==> src/common/rcc_pkg.sv <==
// package for the reset and clock control unit: offsets, fields, resets
// assumes word-aligned byte addresses on a plain register port
package rcc_pkg;

  // ****************************************************************
  // register offsets
  // ****************************************************************
  localparam logic [7:0] ADDR_CLOCK_CONTROL = 8'h00;
  localparam logic [7:0] ADDR_CLOCK_FLAG    = 8'h08;
  localparam logic [7:0] ADDR_PLL_CONFIG    = 8'h18;
  localparam logic [7:0] ADDR_PERIPH_ENABLE = 8'h1C;
  localparam logic [7:0] ADDR_SYSTEM_MODE   = 8'h20;
  localparam logic [7:0] ADDR_MAIN_DIVIDER  = 8'h40;

  // ****************************************************************
  // field positions
  // ****************************************************************
  localparam int BIT_WAKEUP_RES   = 10;
  localparam int BIT_UNDERVOLT    = 9;
  localparam int BIT_RTC_ALARM    = 7;
  localparam int BIT_WATCHDOG     = 6;
  localparam int BIT_SOFTWARE     = 5;
  localparam int BIT_SLOW_SELECT  = 3;
  localparam int BIT_ALT_STATUS   = 2;
  localparam int BIT_PLL_LOCKED   = 1;
  localparam int BIT_PLL_SELECT   = 0;
  localparam int BIT_FREE_RUN     = 7;
  localparam int BIT_REF_RANGE    = 6;
  localparam int BIT_MUL_LO       = 4;
  localparam int BIT_HALT_ENABLE  = 11;
  localparam int BIT_SRES_ENABLE  = 3;
  localparam int BIT_ALT_SELECT   = 2;
  localparam int BIT_HALT         = 1;
  localparam int BIT_WAIT         = 0;
  localparam int BIT_EMI_CLOCK    = 2;
  localparam int BIT_USB_CLOCK    = 4;

  // ****************************************************************
  // reset values and codes
  // ****************************************************************
  localparam logic [31:0] RESET_PERIPH_ENABLE = 32'h0001FFFF;
  localparam logic [2:0]  DIVIDE_OFF          = 3'h7;
  localparam logic [1:0]  MULTIPLY_RESET      = 2'h0;
  localparam logic [1:0]  PRESCALE_RESET      = 2'h0;

  // root clock source choice
  typedef enum logic [3:0] {
    SRC_INPUT = 4'h1,
    SRC_SLOW  = 4'h2,
    SRC_PLL   = 4'h4,
    SRC_ALT   = 4'h8
  } rcc_source_type;

  // pll settings handed to the analog macro
  typedef struct packed {
    logic       enable;
    logic       free_run;
    logic       ref_range;
    logic [4:0] multiply;
    logic [2:0] divide;
  } rcc_pll_ctrl_type;

  // causes of the last reset, latched once after release
  typedef struct packed {
    logic wakeup;
    logic undervolt;
    logic rtc_alarm;
    logic watchdog;
    logic software;
  } rcc_cause_type;

endpackage

==> src/hw/rcc_prescaler.sv <==
// system clock prescaler: makes a one-cycle enable every 1,2,4,8 cycles
// assumes the prescale code may change at any time
`timescale 1ns/1ps
module rcc_prescaler (
  input  wire logic       mclk,
  input  wire logic       rst_n,
  input  wire logic [1:0] prescale,
  output logic            tick
);

  logic [2:0] count_reg;
  logic [2:0] limit;

  // terminal count from the code; 00 gives a tick every cycle
  always_comb begin
    unique case (prescale)
      2'h0: limit = 3'h0;
      2'h1: limit = 3'h1;
      2'h2: limit = 3'h3;
      2'h3: limit = 3'h7;
    endcase
  end

  // a count past a freshly lowered limit wraps at once, so no long stall
  always_ff @(posedge mclk) begin
    if (!rst_n) begin
      count_reg <= 3'h0;
      tick      <= 1'b0;
    end else if (count_reg >= limit) begin
      count_reg <= 3'h0;
      tick      <= 1'b1;
    end else begin
      count_reg <= count_reg + 3'h1;
      tick      <= 1'b0;
    end
  end

endmodule

==> src/hw/rcc_unit.sv <==
// reset and clock control unit: reset cause flags, root clock choice,
// pll settings, peripheral clock gates, soft reset and wait requests
// assumes inputs synchronous to mclk and a plain one-cycle register port
//
// Our own choice: strobed register access.
`timescale 1ns/1ps
module rcc_unit (
  input  wire logic                      mclk,
  input  wire logic                      rst_n,
  input  wire logic [7:0]                reg_addr,
  input  wire logic [31:0]               reg_wdata,
  input  wire logic                      reg_write,
  input  wire logic                      reg_read,
  output logic [31:0]                    reg_rdata,
  input  rcc_pkg::rcc_cause_type         reset_cause,
  input  wire logic                      pll_locked_in,
  input  wire logic                      regulator_ok,
  input  wire logic                      crystal_stopped,
  input  wire logic                      alternate_clock_present,
  input  wire logic                      interrupt_ack,
  output rcc_pkg::rcc_source_type        clock_source,
  output rcc_pkg::rcc_pll_ctrl_type      pll_ctrl,
  output logic [31:0]                    peripheral_clock_enable_bits,
  output logic                           emi_clock_enable,
  output logic                           usb_clock_enable,
  output logic                           software_reset_req,
  output logic                           cpu_idle,
  output logic                           system_clock_tick
);

  // ****************************************************************
  // registers
  // ****************************************************************
  rcc_pkg::rcc_cause_type cause_reg;
  logic        cause_taken_reg;
  logic        slow_select_reg;
  logic        pll_select_reg;
  logic        pll_select_next;
  logic        free_running_enable_reg;
  logic        reference_range_reg;
  logic [1:0]  pll_multiply_reg;
  logic [2:0]  pll_divide_reg;
  logic [31:0] periph_reg;
  logic        wait_for_interrupt_bit_reg;
  logic        halt_enable_reg;
  logic        software_reset_enable_reg;
  logic        alternate_clock_select_reg;
  logic [1:0]  system_clock_prescale_reg;
  logic        alt_status_reg;
  logic        lock_status_reg;
  logic        wr_ctrl;
  logic        wr_flag;
  logic        wr_pll;
  logic        wr_per;
  logic        wr_smr;
  logic        wr_div;
  logic        pll_off;
  logic        pll_usable;
  logic        pll_hold_low;
  logic        tick;
  rcc_pkg::rcc_source_type source_next;
  logic [4:0]  multiply_value;
  logic [31:0] read_next;

  // ****************************************************************
  // write decode
  // ****************************************************************
  assign wr_ctrl = reg_write && (reg_addr == rcc_pkg::ADDR_CLOCK_CONTROL);
  assign wr_flag = reg_write && (reg_addr == rcc_pkg::ADDR_CLOCK_FLAG);
  assign wr_pll  = reg_write && (reg_addr == rcc_pkg::ADDR_PLL_CONFIG);
  assign wr_per  = reg_write && (reg_addr == rcc_pkg::ADDR_PERIPH_ENABLE);
  assign wr_smr  = reg_write && (reg_addr == rcc_pkg::ADDR_SYSTEM_MODE);
  assign wr_div  = reg_write && (reg_addr == rcc_pkg::ADDR_MAIN_DIVIDER);

  // ****************************************************************
  // reset cause capture
  // ****************************************************************
  // causes are sampled at the first edge after release, never under reset
  always_ff @(posedge mclk) begin
    if (!rst_n) begin
      cause_reg       <= '0;
      cause_taken_reg <= 1'b0;
    end else if (!cause_taken_reg) begin
      cause_reg       <= reset_cause;
      cause_taken_reg <= 1'b1;
    end
  end

  // ****************************************************************
  // pll status
  // ****************************************************************
  // divide 111 with free-run off stops the pll entirely
  assign pll_off = ((pll_divide_reg == rcc_pkg::DIVIDE_OFF) &&
                   !free_running_enable_reg) || !slow_select_reg;
  // free-run ignores lock and regulator; otherwise both are needed
  assign pll_usable = free_running_enable_reg ||
                      (pll_locked_in && regulator_ok && !pll_off);
  // hardware keeps the select low in these cases
  assign pll_hold_low = (pll_divide_reg == rcc_pkg::DIVIDE_OFF &&
                         !free_running_enable_reg) ||
                        crystal_stopped || !slow_select_reg;

  // lock flag reads 0 whenever the pll is off
  always_ff @(posedge mclk) begin
    if (!rst_n) begin
      lock_status_reg <= 1'b0;
    end else begin
      lock_status_reg <= pll_locked_in && !pll_off;
    end
  end

  // ****************************************************************
  // clock flag register bits
  // ****************************************************************
  // a free-run backup at divide 111 still counts as a usable pll
  always_comb begin
    pll_select_next = pll_select_reg;
    if (wr_flag) begin
      pll_select_next = reg_wdata[rcc_pkg::BIT_PLL_SELECT];
    end
    if (pll_hold_low) begin
      pll_select_next = 1'b0;
    end
  end

  always_ff @(posedge mclk) begin
    if (!rst_n) begin
      slow_select_reg <= 1'b1;
      pll_select_reg  <= 1'b0;
    end else begin
      if (wr_flag) begin
        slow_select_reg <= reg_wdata[rcc_pkg::BIT_SLOW_SELECT];
      end
      pll_select_reg <= pll_select_next;
    end
  end

  // ****************************************************************
  // pll configuration register
  // ****************************************************************
  // multiply changes are taken as written; safe ordering is software's job
  always_ff @(posedge mclk) begin
    if (!rst_n) begin
      free_running_enable_reg <= 1'b0;
      reference_range_reg     <= 1'b0;
      pll_multiply_reg        <= rcc_pkg::MULTIPLY_RESET;
      pll_divide_reg          <= rcc_pkg::DIVIDE_OFF;
    end else if (wr_pll) begin
      free_running_enable_reg <= reg_wdata[rcc_pkg::BIT_FREE_RUN];
      reference_range_reg     <= reg_wdata[rcc_pkg::BIT_REF_RANGE];
      pll_multiply_reg        <= reg_wdata[rcc_pkg::BIT_MUL_LO +: 2];
      pll_divide_reg          <= reg_wdata[2:0];
    end
  end

  // multiply code to factor
  always_comb begin
    unique case (pll_multiply_reg)
      2'h2: multiply_value = 5'h18;
      2'h0: multiply_value = 5'h14;
      2'h3: multiply_value = 5'h10;
      2'h1: multiply_value = 5'h0C;
    endcase
  end

  // settings to the analog pll; divide code plus one is the ratio
  always_ff @(posedge mclk) begin
    if (!rst_n) begin
      pll_ctrl <= '0;
    end else begin
      pll_ctrl.enable    <= !pll_off;
      pll_ctrl.free_run  <= free_running_enable_reg && !pll_off &&
                            (pll_divide_reg == rcc_pkg::DIVIDE_OFF);
      pll_ctrl.ref_range <= reference_range_reg;
      pll_ctrl.multiply  <= multiply_value;
      pll_ctrl.divide    <= pll_divide_reg;
    end
  end

  // ****************************************************************
  // clock control register
  // ****************************************************************
  always_ff @(posedge mclk) begin
    if (!rst_n) begin
      halt_enable_reg            <= 1'b0;
      software_reset_enable_reg  <= 1'b0;
      alternate_clock_select_reg <= 1'b0;
    end else if (wr_ctrl) begin
      halt_enable_reg            <= reg_wdata[rcc_pkg::BIT_HALT_ENABLE];
      software_reset_enable_reg  <= reg_wdata[rcc_pkg::BIT_SRES_ENABLE];
      alternate_clock_select_reg <= reg_wdata[rcc_pkg::BIT_ALT_SELECT];
    end
  end

  // ****************************************************************
  // root clock selection
  // ****************************************************************
  // alternate only takes effect when that clock actually exists
  always_comb begin
    if (alternate_clock_select_reg && alternate_clock_present) begin
      source_next = rcc_pkg::SRC_ALT;
    end else if (!slow_select_reg) begin
      source_next = rcc_pkg::SRC_SLOW;
    end else if (pll_select_reg && pll_usable) begin
      source_next = rcc_pkg::SRC_PLL;
    end else begin
      source_next = rcc_pkg::SRC_INPUT;
    end
  end

  always_ff @(posedge mclk) begin
    if (!rst_n) begin
      clock_source   <= rcc_pkg::SRC_INPUT;
      alt_status_reg <= 1'b0;
    end else begin
      clock_source   <= source_next;
      alt_status_reg <= (source_next == rcc_pkg::SRC_ALT);
    end
  end

  // ****************************************************************
  // peripheral clock gates
  // ****************************************************************
  always_ff @(posedge mclk) begin
    if (!rst_n) begin
      periph_reg <= rcc_pkg::RESET_PERIPH_ENABLE;
    end else if (wr_per) begin
      periph_reg <= reg_wdata;
    end
  end

  // gate outputs mirror the register one cycle later
  always_ff @(posedge mclk) begin
    if (!rst_n) begin
      peripheral_clock_enable_bits <= rcc_pkg::RESET_PERIPH_ENABLE;
      emi_clock_enable             <= 1'b1;
      usb_clock_enable             <= 1'b1;
    end else begin
      peripheral_clock_enable_bits <= periph_reg;
      emi_clock_enable <= periph_reg[rcc_pkg::BIT_EMI_CLOCK];
      usb_clock_enable <= periph_reg[rcc_pkg::BIT_USB_CLOCK];
    end
  end

  // ****************************************************************
  // system mode: halt and wait
  // ****************************************************************
  // halt is not stored; it is a one-cycle reset request
  always_ff @(posedge mclk) begin
    if (!rst_n) begin
      software_reset_req <= 1'b0;
    end else begin
      software_reset_req <= wr_smr && reg_wdata[rcc_pkg::BIT_HALT] &&
                            software_reset_enable_reg &&
                            halt_enable_reg;
    end
  end

  // acknowledge wins over a clear in the same cycle; writing 1 does nothing
  always_ff @(posedge mclk) begin
    if (!rst_n) begin
      wait_for_interrupt_bit_reg <= 1'b1;
    end else if (interrupt_ack) begin
      wait_for_interrupt_bit_reg <= 1'b1;
    end else if (wr_smr && !reg_wdata[rcc_pkg::BIT_WAIT]) begin
      wait_for_interrupt_bit_reg <= 1'b0;
    end
  end

  always_ff @(posedge mclk) begin
    if (!rst_n) begin
      cpu_idle <= 1'b0;
    end else begin
      cpu_idle <= !wait_for_interrupt_bit_reg && !interrupt_ack;
    end
  end

  // ****************************************************************
  // main clock prescale
  // ****************************************************************
  always_ff @(posedge mclk) begin
    if (!rst_n) begin
      system_clock_prescale_reg <= rcc_pkg::PRESCALE_RESET;
    end else if (wr_div) begin
      system_clock_prescale_reg <= reg_wdata[1:0];
    end
  end

  rcc_prescaler i_rcc_prescaler (
    .mclk     (mclk),
    .rst_n    (rst_n),
    .prescale (system_clock_prescale_reg),
    .tick     (tick)
  );

  always_ff @(posedge mclk) begin
    if (!rst_n) begin
      system_clock_tick <= 1'b0;
    end else begin
      system_clock_tick <= tick;
    end
  end

  // ****************************************************************
  // read path
  // ****************************************************************
  // unmapped addresses read zero
  always_comb begin
    read_next = 32'h0;
    unique case (reg_addr)
      rcc_pkg::ADDR_CLOCK_CONTROL: begin
        read_next[rcc_pkg::BIT_HALT_ENABLE] = halt_enable_reg;
        read_next[rcc_pkg::BIT_SRES_ENABLE] = software_reset_enable_reg;
        read_next[rcc_pkg::BIT_ALT_SELECT]  = alternate_clock_select_reg;
      end
      rcc_pkg::ADDR_CLOCK_FLAG: begin
        read_next[rcc_pkg::BIT_WAKEUP_RES]  = cause_reg.wakeup;
        read_next[rcc_pkg::BIT_UNDERVOLT]   = cause_reg.undervolt;
        read_next[rcc_pkg::BIT_RTC_ALARM]   = cause_reg.rtc_alarm;
        read_next[rcc_pkg::BIT_WATCHDOG]    = cause_reg.watchdog;
        read_next[rcc_pkg::BIT_SOFTWARE]    = cause_reg.software;
        read_next[rcc_pkg::BIT_SLOW_SELECT] = slow_select_reg;
        read_next[rcc_pkg::BIT_ALT_STATUS]  = alt_status_reg;
        read_next[rcc_pkg::BIT_PLL_LOCKED]  = lock_status_reg;
        read_next[rcc_pkg::BIT_PLL_SELECT]  = pll_select_reg;
      end
      rcc_pkg::ADDR_PLL_CONFIG: begin
        read_next[7:0] = {free_running_enable_reg, reference_range_reg,
                          pll_multiply_reg, 1'b0, pll_divide_reg};
      end
      rcc_pkg::ADDR_PERIPH_ENABLE: read_next = periph_reg;
      rcc_pkg::ADDR_SYSTEM_MODE: begin
        read_next[rcc_pkg::BIT_WAIT] = wait_for_interrupt_bit_reg;
      end
      rcc_pkg::ADDR_MAIN_DIVIDER: begin
        read_next[1:0] = system_clock_prescale_reg;
      end
      default: read_next = 32'h0;
    endcase
  end

  // data stand only in the cycle after the strobe
  always_ff @(posedge mclk) begin
    if (!rst_n) begin
      reg_rdata <= 32'h0;
    end else if (reg_read) begin
      reg_rdata <= read_next;
    end else begin
      reg_rdata <= 32'h0;
    end
  end

endmodule

==> config.mk <==
export PLATFORM = sky130hd
export DESIGN_NAME = rcc_unit
export DESIGN_NICKNAME = d
export VERILOG_FILES = /design/src/common/rcc_pkg.sv /design/src/hw/rcc_prescaler.sv /design/src/hw/rcc_unit.sv
export SDC_FILE = /design/constraint.sdc
export NUM_CORES = 1
export LEC_CHECK = 0
export ABC_AREA = 1
export BUFFER_PORTS_ARGS = -buffer_cell sky130_fd_sc_hd__clkbuf_2
export CAP_MARGIN = 20
export CORE_MARGIN = 2
export CORE_UTILIZATION = 34
export CTS_CLUSTER_SIZE = 30
export DETAILED_ROUTE_END_ITERATION = 8
export HOLD_SLACK_MARGIN = 0.08
export SYNTH_ARGS = -nofsm -noshare
export SYNTH_HDL_FRONTEND = slang
export SYNTH_SLANG_ARGS = --single-unit
==> constraint.sdc <==
create_clock -name mclk -period 1.3 [get_ports mclk]
set_input_delay 0.13 -clock mclk [delete_from_list [all_inputs] [get_ports mclk]]
set_output_delay 0.13 -clock mclk [all_outputs]
set_load 0.05 [all_outputs]
# Word level (Yosys, flattened, before mapping)
# Index checks and enable logic that the tools add are counted.
op_classes:
  bitwise_logic: 1
  n_mul: 0
  mux: 14
  n_lt_le_gt_ge: 1
  n_reduce_logical: 37
  n_addsub: 1
  div: 0
  eq_ne: 13
  shifts: 0
ops:
  columns: ["operator", "count"]
  rows:
  - ["case mux 5 bit (4 select lines)", 1]
  - ["logical AND 1 bit", 19]
  - ["equality test 8 x 5 -> 1 bit, second input constant", 2]
  - ["case mux 3 bit (4 select lines)", 1]
  - ["case mux 3 bit (3 select lines)", 1]
  - ["equality test 2 bit, second input constant", 4]
  - ["equality test 8 x 4 -> 1 bit, second input constant", 1]
  - ["equality test 8 x 6 -> 1 bit, second input constant", 1]
  - ["equality test 8 x 7 -> 1 bit, second input constant", 1]
  - ["zero test 8 bit", 1]
  - ["case mux 2 bit (4 select lines)", 1]
  - ["zero test 1 bit", 6]
  - ["two-way mux 3 bit", 2]
  - ["OR reduction 2 bit", 3]
  - ["case mux 1 bit (5 select lines)", 1]
  - ["equality test 2 x 1 -> 1 bit, second input constant", 2]
  - ["equality test 4 bit, second input constant", 1]
  - ["zero test 2 bit", 2]
  - ["logical OR 1 bit", 4]
  - ["two-way mux 4 bit", 1]
  - ["case mux 1 bit (2 select lines)", 2]
  - ["case mux 1 bit (4 select lines)", 1]
  - ["case mux 2 bit (2 select lines)", 1]
  - ["adder 3 x 1 -> 3 bit, second input constant", 1]
  - ["6 further kinds", 7]
word_totals:
  latchBits: 0
  mem_count: 0
  inputBits: 54
  mem_bits_rw: 0
  rom_bits: 0
  wordCells: 103
  ff_bits: 143
  out_inout_bits: 84

# Logic depth before layout (Yosys ltp)
logic_depth:
  depth_word: 11
  ltp_mapped: 9
  depth_no_buf: 9

# By module
# From an unflattened synthesis, not the netlist that was laid out.
unflattened:
  hier_cells: 578
  area_unflattened_um2: 4765.8
by_module_without_submodules:
  columns: ["mod", "seq_area_each_um2", "cells_each", "area_each_um2", "n_inst"]
  rows:
  - ["rcc_unit", 2702.6, 553, 4554.4, 1]
  - ["rcc_prescaler", 80.1, 25, 211.5, 1]

# Least setup slack after synthesis
# No wires, ideal clock.
synth_path:
  path_type: "register -> register"
  start: "register system_clock_prescale_reg[0]"
  end: "register i_rcc_prescaler.tick"
  path_slack_ns: -0.134
  synth_period_minus_slack_ns: 1.434
  setup_time_ns: 0.108
  n_path_buf: 0
  arrival_time_ns: 1.327
  stages_incl_launch_ff: 8
  path_cell_list: "dfxtp_1 or2_2 ha_1 o21ai_0 nand2_1 a21oi_1 or2_2 inv_1"
synth_between:
  elab_chain_cells: 4
  elab_cells_between_ends: 7
  classes_between: "order compare: 1; eq/ne: 3; mux: 2; reduce/logical: 1"
synth_rtl:
  columns: ["item", "line", "source"]
  rows:
  - ["start, declared", "rcc_unit.sv:48", "logic [1:0] system_clock_prescale_reg;"]
  - ["start signal, assigned", "rcc_unit.sv:283", "system_clock_prescale_reg <= rcc_pkg::PRESCALE_RESET;"]
  - ["start signal, assigned", "rcc_unit.sv:285", "system_clock_prescale_reg <= reg_wdata[1:0];"]
  - ["equality test 2 bit (tied with other cells)", "rcc_prescaler.sv:16", "unique case (prescale)"]
  - ["case mux 3 bit (4 select lines) *", "rcc_prescaler.sv:16", null]
  - ["greater-or-equal comparator 3 bit *", "rcc_prescaler.sv:29", "end else if (count_reg >= limit) begin"]
  - ["two-way mux 1 bit *", "rcc_prescaler.sv:29", null]
  - ["end signal, assigned", "rcc_prescaler.sv:28", "tick <= 1'b0;"]
  - ["end signal, assigned", "rcc_prescaler.sv:31", "tick <= 1'b1;"]
  - ["end signal, assigned", "rcc_prescaler.sv:34", "tick <= 1'b0;"]
  - ["end, declared", "rcc_prescaler.sv:8", "output logic tick"]
# Mark *: on every way between the ends. The rest lies on a longest branch, timed or not.
# A chain may end at the register's enable or synchronous reset.

# Worst setup path in the final report
# Ends and elaborated chain as after synthesis.

==> summary.txt <==
STA
  – Hold Fails Final Rpt: 0
  – PnR worst setup slack: -0.09464 ns
  – Clock Skews: 0.008244 ns
  – Final setup fails: 4
  – Fin crit period: around 1.4 ns
  – RSZ-0062 raised after global routing: yes
  – Final period utilization: 107.3%
  – Max-slew violations: 0
  – Highest Clock Rate: 717.0 MHz

Routing
  – Vias per inst: 4.322
  – Routed wire length: roughly 12000 um
  – DR vias: 4166
  – Pre-antenna DRT Iters: 4
  – DRT antenna net count: 0
  – Starting DRT DRC Count: 179
  – DRC Markers: 0
  – Wirelength per Cell: between 10 and 15 um

Power
  – Clock Power Share: 47.5%
  – Peak VDD IR: 817.2 uV
  – Leak Pwr: 0.003407 uW
  – Seq pwr share: 47.3%
  – Comb pwr share: between 5 and 6%
  – Internal power: 7206 uW
  – Psw: ~1900 uW
  – Sw frac: 20.86%
  – PD cells: 1340 mW/mm^2

Setup path
  – Data arrival, critical path: 1.71 ns
  – Crit-path most repeated cell: or2_4
  – Setup CP Type: flop to flop
  – Crit path cell chain: or2_4 -> ha_4 -> o21ai_1 -> nand2_1 -> a21oi_2 -> or2_4 -> inv_1
  – Critical Path Fanout Max: 2
  – Critical Path RT: 1.61 ns
  – Setup crit end kind: flop
  – Delay of the slowest cell on the worst path: about 0.3 ns
  – Startpoint Class: flop
  – Critical path's slowest cell: dfxtp_1

CTS
  – Clock-pin slew on the worst setup and hold paths: 0.05 ns
  – CTS tree: built
  – Setup Buffers After CTS: 0
  – Worst-case clock buffer depth: 2
  – CTS H-tree lvls: 4
  – Clock Tree Root: clkbuf_16
  – Clk sinks: 139
  – Worst-Skew Late Latency: approximately 0.42 ns
  – CTS buffer count: 17

Run status
  – Run status: finished with violations
  – Failing checks: setup timing

Floorplanning
  – Die X: 123.0 um
  – Initial core utilization: 34.80%
  – IO Count: 138
  – Core Box Area: about 0.014 sq mm
  – Die height: 123.0 um
  – Die area: 0.01512 sq mm
  – FP Rows: 43

Synthesis
  – Post-synth top area cell: dfxtp_1
  – Post-Syn Area: 0.004812 sq mm
  – Syn avg cell area: between 8 and 9 sq um
  – Most area-consuming cells after synthesis: dfxtp_1 58%, nor2_1 8.0%, nand2_1 7.6%, inv_1 6.0%, o21ai_0 4.3%
  – Top-area cell type share of the netlist area: 57.83%
  – Ys Warns: 0
  – Post-synthesis sequential area ratio: 57.83%
  – Cell variety after synth: 29
  – FF+latch count, synth: 139
  – Mapped Cells: a little under 600

Finish
  – Area of the multi-input gates: 0.001603 sq mm
  – Final core occ: 49.13%
  – Area growth, synth to finish: 41.16%
  – Register area: 0.002783 sq mm
  – Post-route cell area: ~0.0068 sq mm
  – Fillers: approximately 1300
  – Antenna fix cells: 0
  – Nets: 836
  – Fraction of layout cells with a size suffix above 1: 28.19%

Place
  – Port bufs: around 140
  – Placer congestion estimate: 0.8269
  – Placed Instance Area: between 0.005 and 0.006 sq mm
  – HPWL Detailed: 8443 um

GRT
  – Global-route wire length before repair: 18780 um
  – Overflow after GRT: 0
  – GRT Util Overall: 16.52%
  – Initial antenna violation count: 0
  – Largest net degree at the start of global routing: 60
  – Vias in the first global route: roughly 3900

Worst hold path
  – Hold WC Path Type: input pin to flop

Run
  – Max-Cap Viols: 0
==> metal layers <==
layer  wire [um]  GRT usage [%]  vias to the layer above
met1        5469          20.31                     1883
met2        5607          27.31                      110
met4         248          8.190                        0
li1            -              -                     2157
met5           0              0                        -
met3         522          3.598                       16
==> timing repair <==
action                                 CTS  global route
gates cloned                             0             0
resized for setup                        0             2
endpoints found under the hold margin   63             0
pin swaps                                1             0
hold buffers                            43             0
setup endpoints to repair                4            16
==> synthesized netlist by cell type, drive strengths merged <==
master,instances
nand3,33
conb,1
clkinv,2
inv,82
nand2,101
xnor2,1
o21ai,52
a21oi,21
buf,19
nor3b,1
nor2,107
ha,7
nor3,2
or2,3
o22ai,1
dfxtp,139
clkbuf,6
==> cells in the final DEF, fill, tap and decap left out, drive strengths merged <==
cell,n
a21oi,21
buf,24
clkbuf,162
clkinv,2
clkinvlp,1
conb,2
dfxtp,139
dlygate4sd3,43
ha,7
inv,82
nand2,101
nand3,33
nor2,107
nor3,2
nor3b,1
o21ai,52
o22ai,1
or2,3
xnor2,1
==> worst paths after layout <==
path | cells after the start | to | start | slack, ns
setup / recovery | 7 | i_rcc_prescaler.tick$_SDFF_PN0_ | system_clock_prescale_reg[0]$_SDFFE_PN0P_ | -0.09
hold / removal | 5 | system_clock_prescale_reg[0]$_SDFFE_PN0P_ | reg_addr[6] | 0.16
setup reg to reg | 7 | i_rcc_prescaler.tick$_SDFF_PN0_ | system_clock_prescale_reg[0]$_SDFFE_PN0P_ | -0.09
hold reg to reg | 2 | system_clock_tick$_SDFF_PN0_ | i_rcc_prescaler.tick$_SDFF_PN0_ | 0.41
==> stage by stage <==
stage | std cells | setup TNS, ns | power [uW] | worst slack [ns] | hold WS (ns)
after CTS | 964 | -0.2731 | 9222 | -0.07507 | 0.1345
final | 964 | -0.2446 | 9105 | -0.09464 | 0.1599
after global routing | 964 | -0.6951 | 9429 | -0.1557 | 0.1684
after global placement | 893 | -0.02922 | 4760 | -0.02896 | 0.3431
after detailed placement | 893 | -0.2892 | 4769 | -0.08461 | 0.3440
after floorplan | 579 | -0.01981 | 4598 | -0.01981 | 0.1577
==> worst max-delay path: cells and delay by family, from the launching register on <==
kind                       cells  cell delay, ns
and+or+nand+nor                3            0.48
adders and majority gates      1            0.21
DFF                            1            0.30
AOI/OAI and AO/OA              2            0.27
buffers and inverters          1            0.03
==> cell type report <==
cell class	instances	area share (%)
Clock buffer	27	7.699
Clock inverter	1	0.1105
Inverter	84	4.642
Multi-Input combinational cell	331	23.60
Sequential cell	139	40.97
Tap cell	180	3.316
Timing Repair Buffer	202	19.67
==> power groups by stage <==
| stage | clock network [uW] | registers (uW) | logic [uW] |
|---|---|---|---|
| final | 4330 | 4310 | 472 |
| after global routing | 4600 | 4310 | 519 |
| after CTS | 4440 | 4310 | 473 |
| after detailed placement | 0 | 4400 | 372 |
| after global placement | 0 | 4400 | 365 |
| after floorplan | 0 | 4440 | 159 |
==> cell families (layout without fill, tap and decap cells) <==
group	Yosys count	after routing	synth area share, %
XOR/XNOR	1	1	0.1820
buffers and inverters	109	314	9.542
other	1	2	0.07793
AO/OA/AOI/OAI	74	74	9.282
adder cells (fa/ha/maj)	7	7	1.820
AND/OR/NAND/NOR	247	247	21.27
flip-flops	139	139	57.83
(Power assumes the default switching activity.)
